==> config.mk <==
export PLATFORM = sky130hd
export DESIGN_NAME = ptb_top
export DESIGN_NICKNAME = d
export VERILOG_FILES = /design/src/inc/ptb_pkg.sv /design/src/hdl/ptb_divider.sv /design/src/hdl/ptb_top.sv
export VERILOG_INCLUDE_DIRS = /design/src /design/src/inc
export SDC_FILE = /design/constraint.sdc
export NUM_CORES = 1
export LEC_CHECK = 0
export BUFFER_PORTS_ARGS = -buffer_cell sky130_fd_sc_hd__buf_2
export CAP_MARGIN = 25
export CORE_UTILIZATION = 44
export DETAILED_ROUTE_END_ITERATION = 7
export PLACE_DENSITY_LB_ADDON = 0.25
export SETUP_SLACK_MARGIN = 0.1
export SLEW_MARGIN = 25
export SYNTH_ARGS = -nofsm -noshare
export SYNTH_HDL_FRONTEND = slang
export SYNTH_SLANG_ARGS = --single-unit
==> constraint.sdc <==
create_clock -name hclk -period 2.1 [get_ports hclk]
set_clock_uncertainty 0.15 [all_clocks]
set_input_delay 0.42 -clock hclk [delete_from_list [all_inputs] [get_ports hclk]]
set_output_delay 0.42 -clock hclk [all_outputs]
set_load 0.03 [all_outputs]
==> src/inc/ptb_defs.svh <==
`ifndef PTB_DEFS_SVH
`define PTB_DEFS_SVH

// Word addresses (byte offsets) of the registers
`define PTB_CTRL_OFS     8'h00
`define PTB_CFG_OFS      8'h04

// Control register fields
`define PTB_FLAG_BIT     7
`define PTB_RATE_MSB     6
`define PTB_RATE_LSB     4
`define PTB_ACK_BIT      3
`define PTB_IEN_BIT      2
`define PTB_ON_BIT       1

// Stop-mode oscillator configuration fields
`define PTB_INT_DIS_BIT  0
`define PTB_RC_KEEP_BIT  1
`define PTB_XTAL_KEEP_BIT 2

// Reset values
`define PTB_RATE_RST     3'h0
`define PTB_CFG_RST      3'h0

// Divider chain length
`define PTB_DIV_STAGES   18

`endif

==> src/inc/ptb_pkg.sv <==
package ptb_pkg;

	// Data phase of the current bus transfer
	typedef enum logic [2:0] {
		PTB_IDLE  = 3'b001,
		PTB_WRITE = 3'b010,
		PTB_READ  = 3'b100
	} ptb_bus_e;

	// Oscillator feeding the reference clock
	typedef enum logic [1:0] {
		PTB_OSC_INTERNAL = 2'h0,
		PTB_OSC_RC       = 2'h1,
		PTB_OSC_CRYSTAL  = 2'h2
	} ptb_osc_e;

	typedef logic [2:0] ptb_rate_t;

endpackage

==> src/hdl/ptb_divider.sv <==
`timescale 1ns/1ps
`include "ptb_defs.svh"

module ptb_divider
	import ptb_pkg::*;
#(
	parameter int STAGES = `PTB_DIV_STAGES
) (
	input  wire logic             clk,        // Bus clock
	input  wire logic             rst_n,      // Async reset, active low
	input  wire logic             clear,      // Hold chain at zero
	input  wire logic             run,        // Chain may advance
	input  wire logic             tick,       // One reference clock edge
	input  wire ptb_rate_t        rate,       // Tap select
	output logic                  rollover    // One-cycle event pulse
);

	logic [STAGES-1:0] cnt_reg;
	logic [STAGES-1:0] tap_mask;
	logic [4:0]        tap_bit;
	logic              tap_hit;

	// Bit whose rise marks a rollover at the selected division ratio
	function automatic logic [4:0] tap_index(input ptb_rate_t r);
		unique case (r)
			3'h0: tap_index = 5'h11;
			3'h1: tap_index = 5'h10;
			3'h2: tap_index = 5'h0f;
			3'h3: tap_index = 5'h0e;
			3'h4: tap_index = 5'h05;
			3'h5: tap_index = 5'h04;
			3'h6: tap_index = 5'h03;
			3'h7: tap_index = 5'h02;
		endcase
	endfunction

	assign tap_bit  = tap_index(rate);
	assign tap_mask = STAGES'((1 << tap_bit) - 1);
	// Rising tap bit: first hit after half the period, then every full period
	assign tap_hit  = ((cnt_reg & tap_mask) == tap_mask) && !cnt_reg[tap_bit];

	always_ff @(posedge clk or negedge rst_n) begin
		if (!rst_n) begin
			cnt_reg <= '0;
		end else if (clear) begin
			cnt_reg <= '0;
		end else if (run && tick) begin
			cnt_reg <= cnt_reg + 1'b1;
		end
	end

	always_ff @(posedge clk or negedge rst_n) begin
		if (!rst_n) begin
			rollover <= 1'b0;
		end else begin
			rollover <= !clear && run && tick && tap_hit;
		end
	end
endmodule // ptb_divider

==> src/hdl/ptb_top.sv <==
// Implementation choices: the AHB-Lite interface to the registers and the register offsets.
`timescale 1ns/1ps
`include "ptb_defs.svh"

module ptb_top
	import ptb_pkg::*;
#(
	parameter int STAGES = `PTB_DIV_STAGES
) (
	input  wire logic        hclk,                // Bus clock, 10 MHz
	input  wire logic        hresetn,             // Async reset, active low
	input  wire logic        hsel,                // Slave select
	input  wire logic [31:0] haddr,               // Byte address
	input  wire logic [1:0]  htrans,              // Transfer type
	input  wire logic        hwrite,              // Write when high
	input  wire logic [2:0]  hsize,               // Word transfers only
	input  wire logic [31:0] hwdata,              // Write data
	input  wire logic        hready,              // Bus ready
	output logic [31:0]      hrdata,              // Read data
	output logic             hreadyout,           // Slave ready
	output logic             hresp,               // Always OKAY
	input  wire logic        osc_reference_clock, // Reference clock level
	input  wire ptb_osc_e    osc_source,          // Selected oscillator
	input  wire logic        cpu_wait_mode,       // CPU in wait
	input  wire logic        cpu_stop_mode,       // CPU in stop
	output logic             period_irq,          // Interrupt request
	output logic             stop_wakeup          // Wake pulse from stop
);

	ptb_bus_e    state_reg;
	logic [7:0]  addr_reg;
	ptb_rate_t   rate_select;
	logic        period_irq_enable;
	logic        timebase_on;
	logic        period_pending_flag;
	logic        stop_internal_osc_disable;
	logic        stop_rc_osc_keep;
	logic        stop_crystal_osc_keep;
	logic        osc_prev_reg;
	logic        osc_tick;
	logic        osc_kept;
	logic        tb_run;
	logic        tb_event;
	logic        locked;
	logic        addr_take;
	logic        wr_ctrl;
	logic        wr_cfg;
	logic        ack_write;

	// Stop-mode keep-alive of whichever oscillator drives the reference
	function automatic logic osc_keep(input ptb_osc_e src, input logic int_dis,
		input logic rc_keep, input logic xtal_keep);
		unique case (src)
			PTB_OSC_INTERNAL: osc_keep = !int_dis;
			PTB_OSC_RC:       osc_keep = rc_keep;
			default:          osc_keep = xtal_keep;
		endcase
	endfunction

	assign hresp     = 1'b0;
	assign addr_take = hsel && htrans[1] && hready;
	assign locked    = cpu_wait_mode || cpu_stop_mode;
	assign wr_ctrl   = (state_reg == PTB_WRITE) && (addr_reg == `PTB_CTRL_OFS) && !locked;
	assign wr_cfg    = (state_reg == PTB_WRITE) && (addr_reg == `PTB_CFG_OFS) && !locked;
	assign ack_write = wr_ctrl && hwdata[`PTB_ACK_BIT];
	assign osc_tick  = osc_reference_clock && !osc_prev_reg;
	assign osc_kept  = osc_keep(osc_source, stop_internal_osc_disable,
		stop_rc_osc_keep, stop_crystal_osc_keep);
	assign tb_run    = !cpu_stop_mode || osc_kept;

	// Bus data phase tracking; reads take one wait state
	always_ff @(posedge hclk or negedge hresetn) begin
		if (!hresetn) begin
			state_reg <= PTB_IDLE;
			addr_reg  <= 8'h00;
			hreadyout <= 1'b1;
		end else begin
			if (addr_take) begin
				state_reg <= hwrite ? PTB_WRITE : PTB_READ;
				addr_reg  <= {haddr[7:2], 2'b00};
			end else begin
				state_reg <= PTB_IDLE;
			end
			hreadyout <= !(addr_take && !hwrite);
		end
	end

	// Read data; unmapped or locked-out reads return zero
	always_ff @(posedge hclk or negedge hresetn) begin
		if (!hresetn) begin
			hrdata <= 32'h0000_0000;
		end else if (state_reg == PTB_READ) begin
			hrdata <= 32'h0000_0000;
			if (!locked && addr_reg == `PTB_CTRL_OFS) begin
				hrdata[`PTB_FLAG_BIT]                 <= period_pending_flag;
				hrdata[`PTB_RATE_MSB:`PTB_RATE_LSB]   <= rate_select;
				hrdata[`PTB_IEN_BIT]                  <= period_irq_enable;
				hrdata[`PTB_ON_BIT]                   <= timebase_on;
			end else if (!locked && addr_reg == `PTB_CFG_OFS) begin
				hrdata[`PTB_INT_DIS_BIT]              <= stop_internal_osc_disable;
				hrdata[`PTB_RC_KEEP_BIT]              <= stop_rc_osc_keep;
				hrdata[`PTB_XTAL_KEEP_BIT]            <= stop_crystal_osc_keep;
			end
		end
	end

	// Control register
	always_ff @(posedge hclk or negedge hresetn) begin
		if (!hresetn) begin
			rate_select       <= `PTB_RATE_RST;
			period_irq_enable <= 1'b0;
			timebase_on       <= 1'b0;
		end else if (wr_ctrl) begin
			rate_select       <= hwdata[`PTB_RATE_MSB:`PTB_RATE_LSB];
			period_irq_enable <= hwdata[`PTB_IEN_BIT];
			timebase_on       <= hwdata[`PTB_ON_BIT];
		end
	end

	// Stop-mode oscillator configuration
	always_ff @(posedge hclk or negedge hresetn) begin
		if (!hresetn) begin
			{stop_crystal_osc_keep, stop_rc_osc_keep, stop_internal_osc_disable} <= `PTB_CFG_RST;
		end else if (wr_cfg) begin
			stop_internal_osc_disable <= hwdata[`PTB_INT_DIS_BIT];
			stop_rc_osc_keep          <= hwdata[`PTB_RC_KEEP_BIT];
			stop_crystal_osc_keep     <= hwdata[`PTB_XTAL_KEEP_BIT];
		end
	end

	// Pending flag: a rollover in the clearing cycle wins
	always_ff @(posedge hclk or negedge hresetn) begin
		if (!hresetn) begin
			period_pending_flag <= 1'b0;
		end else begin
			period_pending_flag <= tb_event || (period_pending_flag && !ack_write);
		end
	end

	// Reference clock edge detect; clock is at most hclk/2
	always_ff @(posedge hclk or negedge hresetn) begin
		if (!hresetn) begin
			osc_prev_reg <= 1'b0;
		end else begin
			osc_prev_reg <= osc_reference_clock;
		end
	end

	// Interrupt request and stop wake-up
	always_ff @(posedge hclk or negedge hresetn) begin
		if (!hresetn) begin
			period_irq  <= 1'b0;
			stop_wakeup <= 1'b0;
		end else begin
			period_irq  <= period_pending_flag && period_irq_enable;
			stop_wakeup <= tb_event && cpu_stop_mode;
		end
	end

	ptb_divider #(
		.STAGES   (STAGES)
	) u_divider (
		.clk      (hclk),
		.rst_n    (hresetn),
		.clear    (!timebase_on),
		.run      (tb_run),
		.tick     (osc_tick),
		.rate     (rate_select),
		.rollover (tb_event)
	);
endmodule // ptb_top

* After elaboration in Yosys (flattened, before gate mapping)
Memories as Yosys holds them, arrays and structs flattened.
Cells that the tools add are included.
** Storage, ports and cells
- Register bits :: 48
- Bits in read-only memories :: 40
- Logic and storage cells :: 71
- Memories kept :: 1
** Cells by class
- Reduce and logical (&&, ||, !) cells :: 32
- Shifts and indexed selects :: 1
- Bitwise operators :: 1
- $lt $le $gt $ge :: 1
- $add $sub $neg :: 2
- Equality and inequality tests :: 6
- Multiplexer cells :: 11
** Memory list
- (no name shown) :: depth 8, bits a word 5, read ports 1, clocked after memory_dff 0, wr ports 0, RTL line ptb_divider.sv:25 : unique case (r)
** Operator list (number)
- two-way mux 18 bit :: 2
- logical AND 1 bit :: 19
- adder 18 x 1 -> 18 bit, second input constant :: 1
- AND 18 bit :: 1
- == test 18 bit :: 1
- << shifter 1 x 5 -> 18 bit, first input constant :: 1
- subtractor 18 x 2 -> 18 bit, second input constant :: 1
- two-way mux 3 bit :: 3
- zero test 1 bit :: 8
- zero test 8 bit :: 1
- == test 6 x 1 -> 1 bit, second input constant :: 1
- < comparator 5 x 6 -> 1 bit, second input constant :: 1
- binary-select mux 1 bit (select 5 bit) :: 1
- two-way mux 4 bit :: 1
- == test 3 x 2 -> 1 bit, second input constant :: 1
- == test 3 bit, second input constant :: 1
- logical OR 1 bit :: 3
- == test 2 x 1 -> 1 bit, second input constant :: 1
- zero test 2 bit :: 1
- two-way mux 1 bit :: 2
- two-way mux 2 bit :: 1
- != test 2 x 1 -> 1 bit, second input constant :: 1
- one-hot mux 1 bit (2 select lines) :: 1

* Longest topological paths before layout
- Depth after elaboration :: 7
- Gate-level depth with buffers :: 9

* By module
From an unflattened synthesis, not the netlist that was laid out.
** Second synthesis, totals
- Cells, all modules :: 309
- Area, all modules :: 3106.7 µm²
** Modules (own cells, without submodules)
- ptb_divider :: instances 1, area an instance 1705.4 µm², cells an instance 190
- ptb_top :: instances 1, area an instance 1401.3 µm², cells an instance 119

* Worst setup path before layout
OpenSTA, ideal clock, no wires.
- Kind :: reg2reg
- From :: register rate_select[1]
- To :: register u_divider.rollover
- Slack :: -0.163 ns
- Data required time :: 1.849 ns
- Setup time :: 0.101 ns
- Arrival time :: 2.012 ns
- Stages on the path, launching flop included :: 9
- Path through :: dfrtp_1 > buf_6 > inv_1 > ha_1 > nor3_2 > o21ai_0 > o211a_1 > or4_1 > nor4_1
** Between the ends
- Word-level cells in the longest chain between the ends :: 7
- Elaborated cells between the ends (all ways) :: 10
- Classes of those cells :: add/sub: 1; eq/ne: 1; shift: 1; mux: 2; bitwise: 1; reduce/logical: 3; memory: 1
** Ends and longest elaborated chain
- start: declaration :: RTL line ptb_top.sv:32 : ptb_rate_t rate_select;
- start signal: assignment :: RTL line ptb_top.sv:110 : rate_select <= `PTB_RATE_RST;
- start signal: assignment :: RTL line ptb_top.sv:114 : rate_select <= hwdata[`PTB_RATE_MSB:`PTB_RATE_LSB];
- memory (8 x 5 bit) (*)
- << shifter 1 x 5 -> 18 bit :: RTL line ptb_divider.sv:38 : assign tap_mask = STAGES'((1 << tap_bit) - 1);
- subtractor 18 x 2 -> 18 bit :: RTL line ptb_divider.sv:38
- AND 18 bit :: RTL line ptb_divider.sv:40 : assign tap_hit = ((cnt_reg & tap_mask) == tap_mask) && !cnt_reg[tap_bit];
- == test 18 bit :: RTL line ptb_divider.sv:40
- logical AND 1 bit (*) :: RTL line ptb_divider.sv:40
- logical AND 1 bit (*) :: RTL line ptb_divider.sv:56 : rollover <= !clear && run && tick && tap_hit;
- end signal: assignment :: RTL line ptb_divider.sv:56
- end: declaration :: RTL line ptb_divider.sv:15 : output logic rollover
Mark *: on every way between the ends. The rest lies on a longest branch, timed or not. The select of a mux whose other input is x is not followed.
A chain may end at the register's enable or synchronous reset.

* Worst setup path after layout
Ends and elaborated chain as after synthesis.

==> impl_metrics.env <==
export IMPL_routed_wirelength_um=5730
export IMPL_floorplan_initialDensity_pct=46.2
export IMPL_antenna_left=0
export IMPL_crit_type="flop to flop"
export IMPL_die_w_um=81.3
export IMPL_rsz0062_at_grt="yes"
export IMPL_postSynth_asyncResetShare_pct=100
export IMPL_required_ns=2.16
export IMPL_clk_path_buf_depth=2
export IMPL_dpl_worst_slack_ns=-0.0748
export IMPL_r2r_start="rate_select[1]"
export IMPL_crit_family="simple AND/OR/NAND/NOR gates"
export IMPL_timing_hold_ws_ns=0.0830
export IMPL_cpPeakStageDelay_ns=0.52
export IMPL_leakage_nw=1.50
export IMPL_numCtsBuffers=5
export IMPL_max_clock_freq_mhz=475
export IMPL_worstSetupStartpointType="flop"
export IMPL_root_buffer="clkbuf_8"
export IMPL_vias=2178
export IMPL_ioPinCount=115
export IMPL_hold_start="osc_reference_clock"
export IMPL_grtUsageTotal_pct=19.6
export IMPL_finalNetCount=426
export IMPL_synth_area_mux_share_pct=7.91
export IMPL_first_pass_iters=4
export IMPL_maxCapViolCount=0
export IMPL_synth_compound_area_share_pct=13.2
export IMPL_period_minus_slack_ns=2.11
export IMPL_clk_latency_ns=0.30
export IMPL_vias_per_cell=5.20
export IMPL_cp_num_buf_inv=1
export IMPL_largest_register_ff_count=18
export IMPL_setup_viol=1
export IMPL_fin_crit_sh_pct=100
export IMPL_setup_slack_ns=-0.00726
export IMPL_drt_iter0_drc=169
export IMPL_slew_violations=0
export IMPL_antenna_found_initial=0
export IMPL_syn_to_final_growth_pct=18.0
export IMPL_worst_path_max_fanout=5
export IMPL_rrSetupSlack_ns=-0.007
export IMPL_synthDistinctLibCells=49
export IMPL_p_total_mw=2.27
export IMPL_ys_flop_type="dfrtp_1"
export IMPL_crit_chain="inv_4 > ha_4 > nor3_4 > o21ai_1 > o211a_1 > or4_4 > nor4_4"
export IMPL_layout_cells_non_filler=419
export IMPL_cp_end_kind="flop"
export IMPL_synth_seq_cells=48
export IMPL_drive_above_1_share_pct=30.2
export IMPL_synth_area_um2=2770
export IMPL_slowest_stage="or4_4"
export IMPL_row_count=28
export IMPL_min_path_type="primary input to flop"
export IMPL_ys_warn_count=0
export IMPL_core_um2=5990
export IMPL_portBuffers=33
export IMPL_worstSetupStartpoint="rate_select[1]"
export IMPL_cts_htree_levels=2
export IMPL_grt_max_degree=49
export IMPL_ys_seq_area_share_pct=43.5
export IMPL_syn_avg_cell_area_um2=9.64
export IMPL_grt_overflow=0
export IMPL_arrival_ns=2.17
export IMPL_grt_pass1_vias=2123
export IMPL_stdcell_area_um2=3270
export IMPL_final_hold_violation_count=0
export IMPL_cts_tree="done"
export IMPL_placed_area_um2=3100
export IMPL_path_clk_slew_ns=0.10
export IMPL_status="finished, violations left"
export IMPL_placed_cells_incl_taps=408
export IMPL_ir_drop_uv=503
export IMPL_grt_pass1_wl_um=9960
export IMPL_routedWlPerCell_um=13.7
export IMPL_drc=0
export IMPL_synth_edff_count=0
export IMPL_layout_common_cells="42 x dfrtp_1, 35 x nand2_1, 33 x buf_2"
export IMPL_cts_sinks=48
export IMPL_dp_hpwl_um=4190
export IMPL_die_area_um2=6610
export IMPL_syn_inst=287
export IMPL_place_congestion=0.875
export IMPL_p_per_area_nw_per_um2=694
export IMPL_synth_top_family_by_area="simple AND/OR/NAND/NOR gates"
export IMPL_diodes=0
export IMPL_die_h_um=81.3
export IMPL_violations="setup timing"
export IMPL_final_common_cell="dfrtp_1"
export IMPL_synth_adder_area_share_pct=1.81
export IMPL_synth_simple_area_share_pct=21.0
export IMPL_synth_xor_area_share_pct=2.22
==> power breakdown <==
| part | switching, mW | leakage (nW) | internal (mW) | total, mW |
|---|---|---|---|---|
| combinational | 0.303 | 0.858 | 0.204 | 0.507 |
| sequential | 0.111 | 0.589 | 1.04 | 1.15 |
| clock | 0.337 | 0.0522 | 0.276 | 0.614 |
| total | 0.752 | 1.50 | 1.52 | 2.27 |
==> repair_timing <==
item | in CTS | in global routing
endpoints found under the hold margin | 46 | 0
cloned | 0 | 0
buffers inserted | 1 | 1
hold buffers | 1 | 0
setup endpoints to repair | 4 | 6
resized for setup | 6 | 8
==> final cells by class <==
cell class                      count  area (um^2)
Multi-Input combinational cell    220         1440
Tap cell                           75         93.8
Inverter                            6         25.0
Clock inverter                      2         17.5
Fill cell                         530         2730
Timing Repair Buffer               62          398
Sequential cell                    48         1210
Clock buffer                        6         82.6
==> cell families (layout without fill, tap and decap cells) <==
group,after synthesis,in the layout
and+or+nand+nor,108,108
AOI/OAI and AO/OA,56,56
DFF,48,48
buffers and inverters,44,76
muxes,19,19
xor gates and xnor gates,7,7
adders and majority gates,4,4
other,1,26
==> final timing paths <==
path,depth (start not counted),end
max,7,u_divider.rollover
min,1,osc_prev_reg
max reg2reg,7,u_divider.rollover
min reg2reg,1,period_pending_flag
max in group asynchronous,3,hreadyout
min in group asynchronous,3,hrdata[0]
==> synthesized netlist by cell type (5+ instances only) <==
cell	instances	area share (%)
dfrtp_1	46	42
o211ai_1	6	1.6
a21oi_1	8	1.4
nand2_1	35	4.7
clkbuf_1	5	0.68
inv_1	6	0.81
mux2i_1	5	1.8
nand4_1	7	1.6
buf_4	28	7.6
nand3_1	8	1.4
mux2_2	13	5.3
o21ai_0	17	3.1
nor2b_1	8	1.8
nor2_1	14	1.9
and2_1	5	1.1
nand2b_1	7	1.6
or4_1	6	1.6
==> per-stage QoR <==
step | util, % | TNS (ns)
after floorplan | - | 0
after global placement | 51.7 | -0.0478
after detailed placement | 51.7 | -0.0965
after CTS | 54.0 | -0.0197
after global routing | 54.5 | -0.0878
final | 54.5 | -0.00726
==> per-layer routing <==
layer / GRT usage (%) / wire, um
met1: 27.4 / 2770
met2: 30.4 / 2600
met3: 3.60 / 285
met4: 6.25 / 71
met5: 0 / 0
Note: power is estimated with default switching activity, not from simulation.
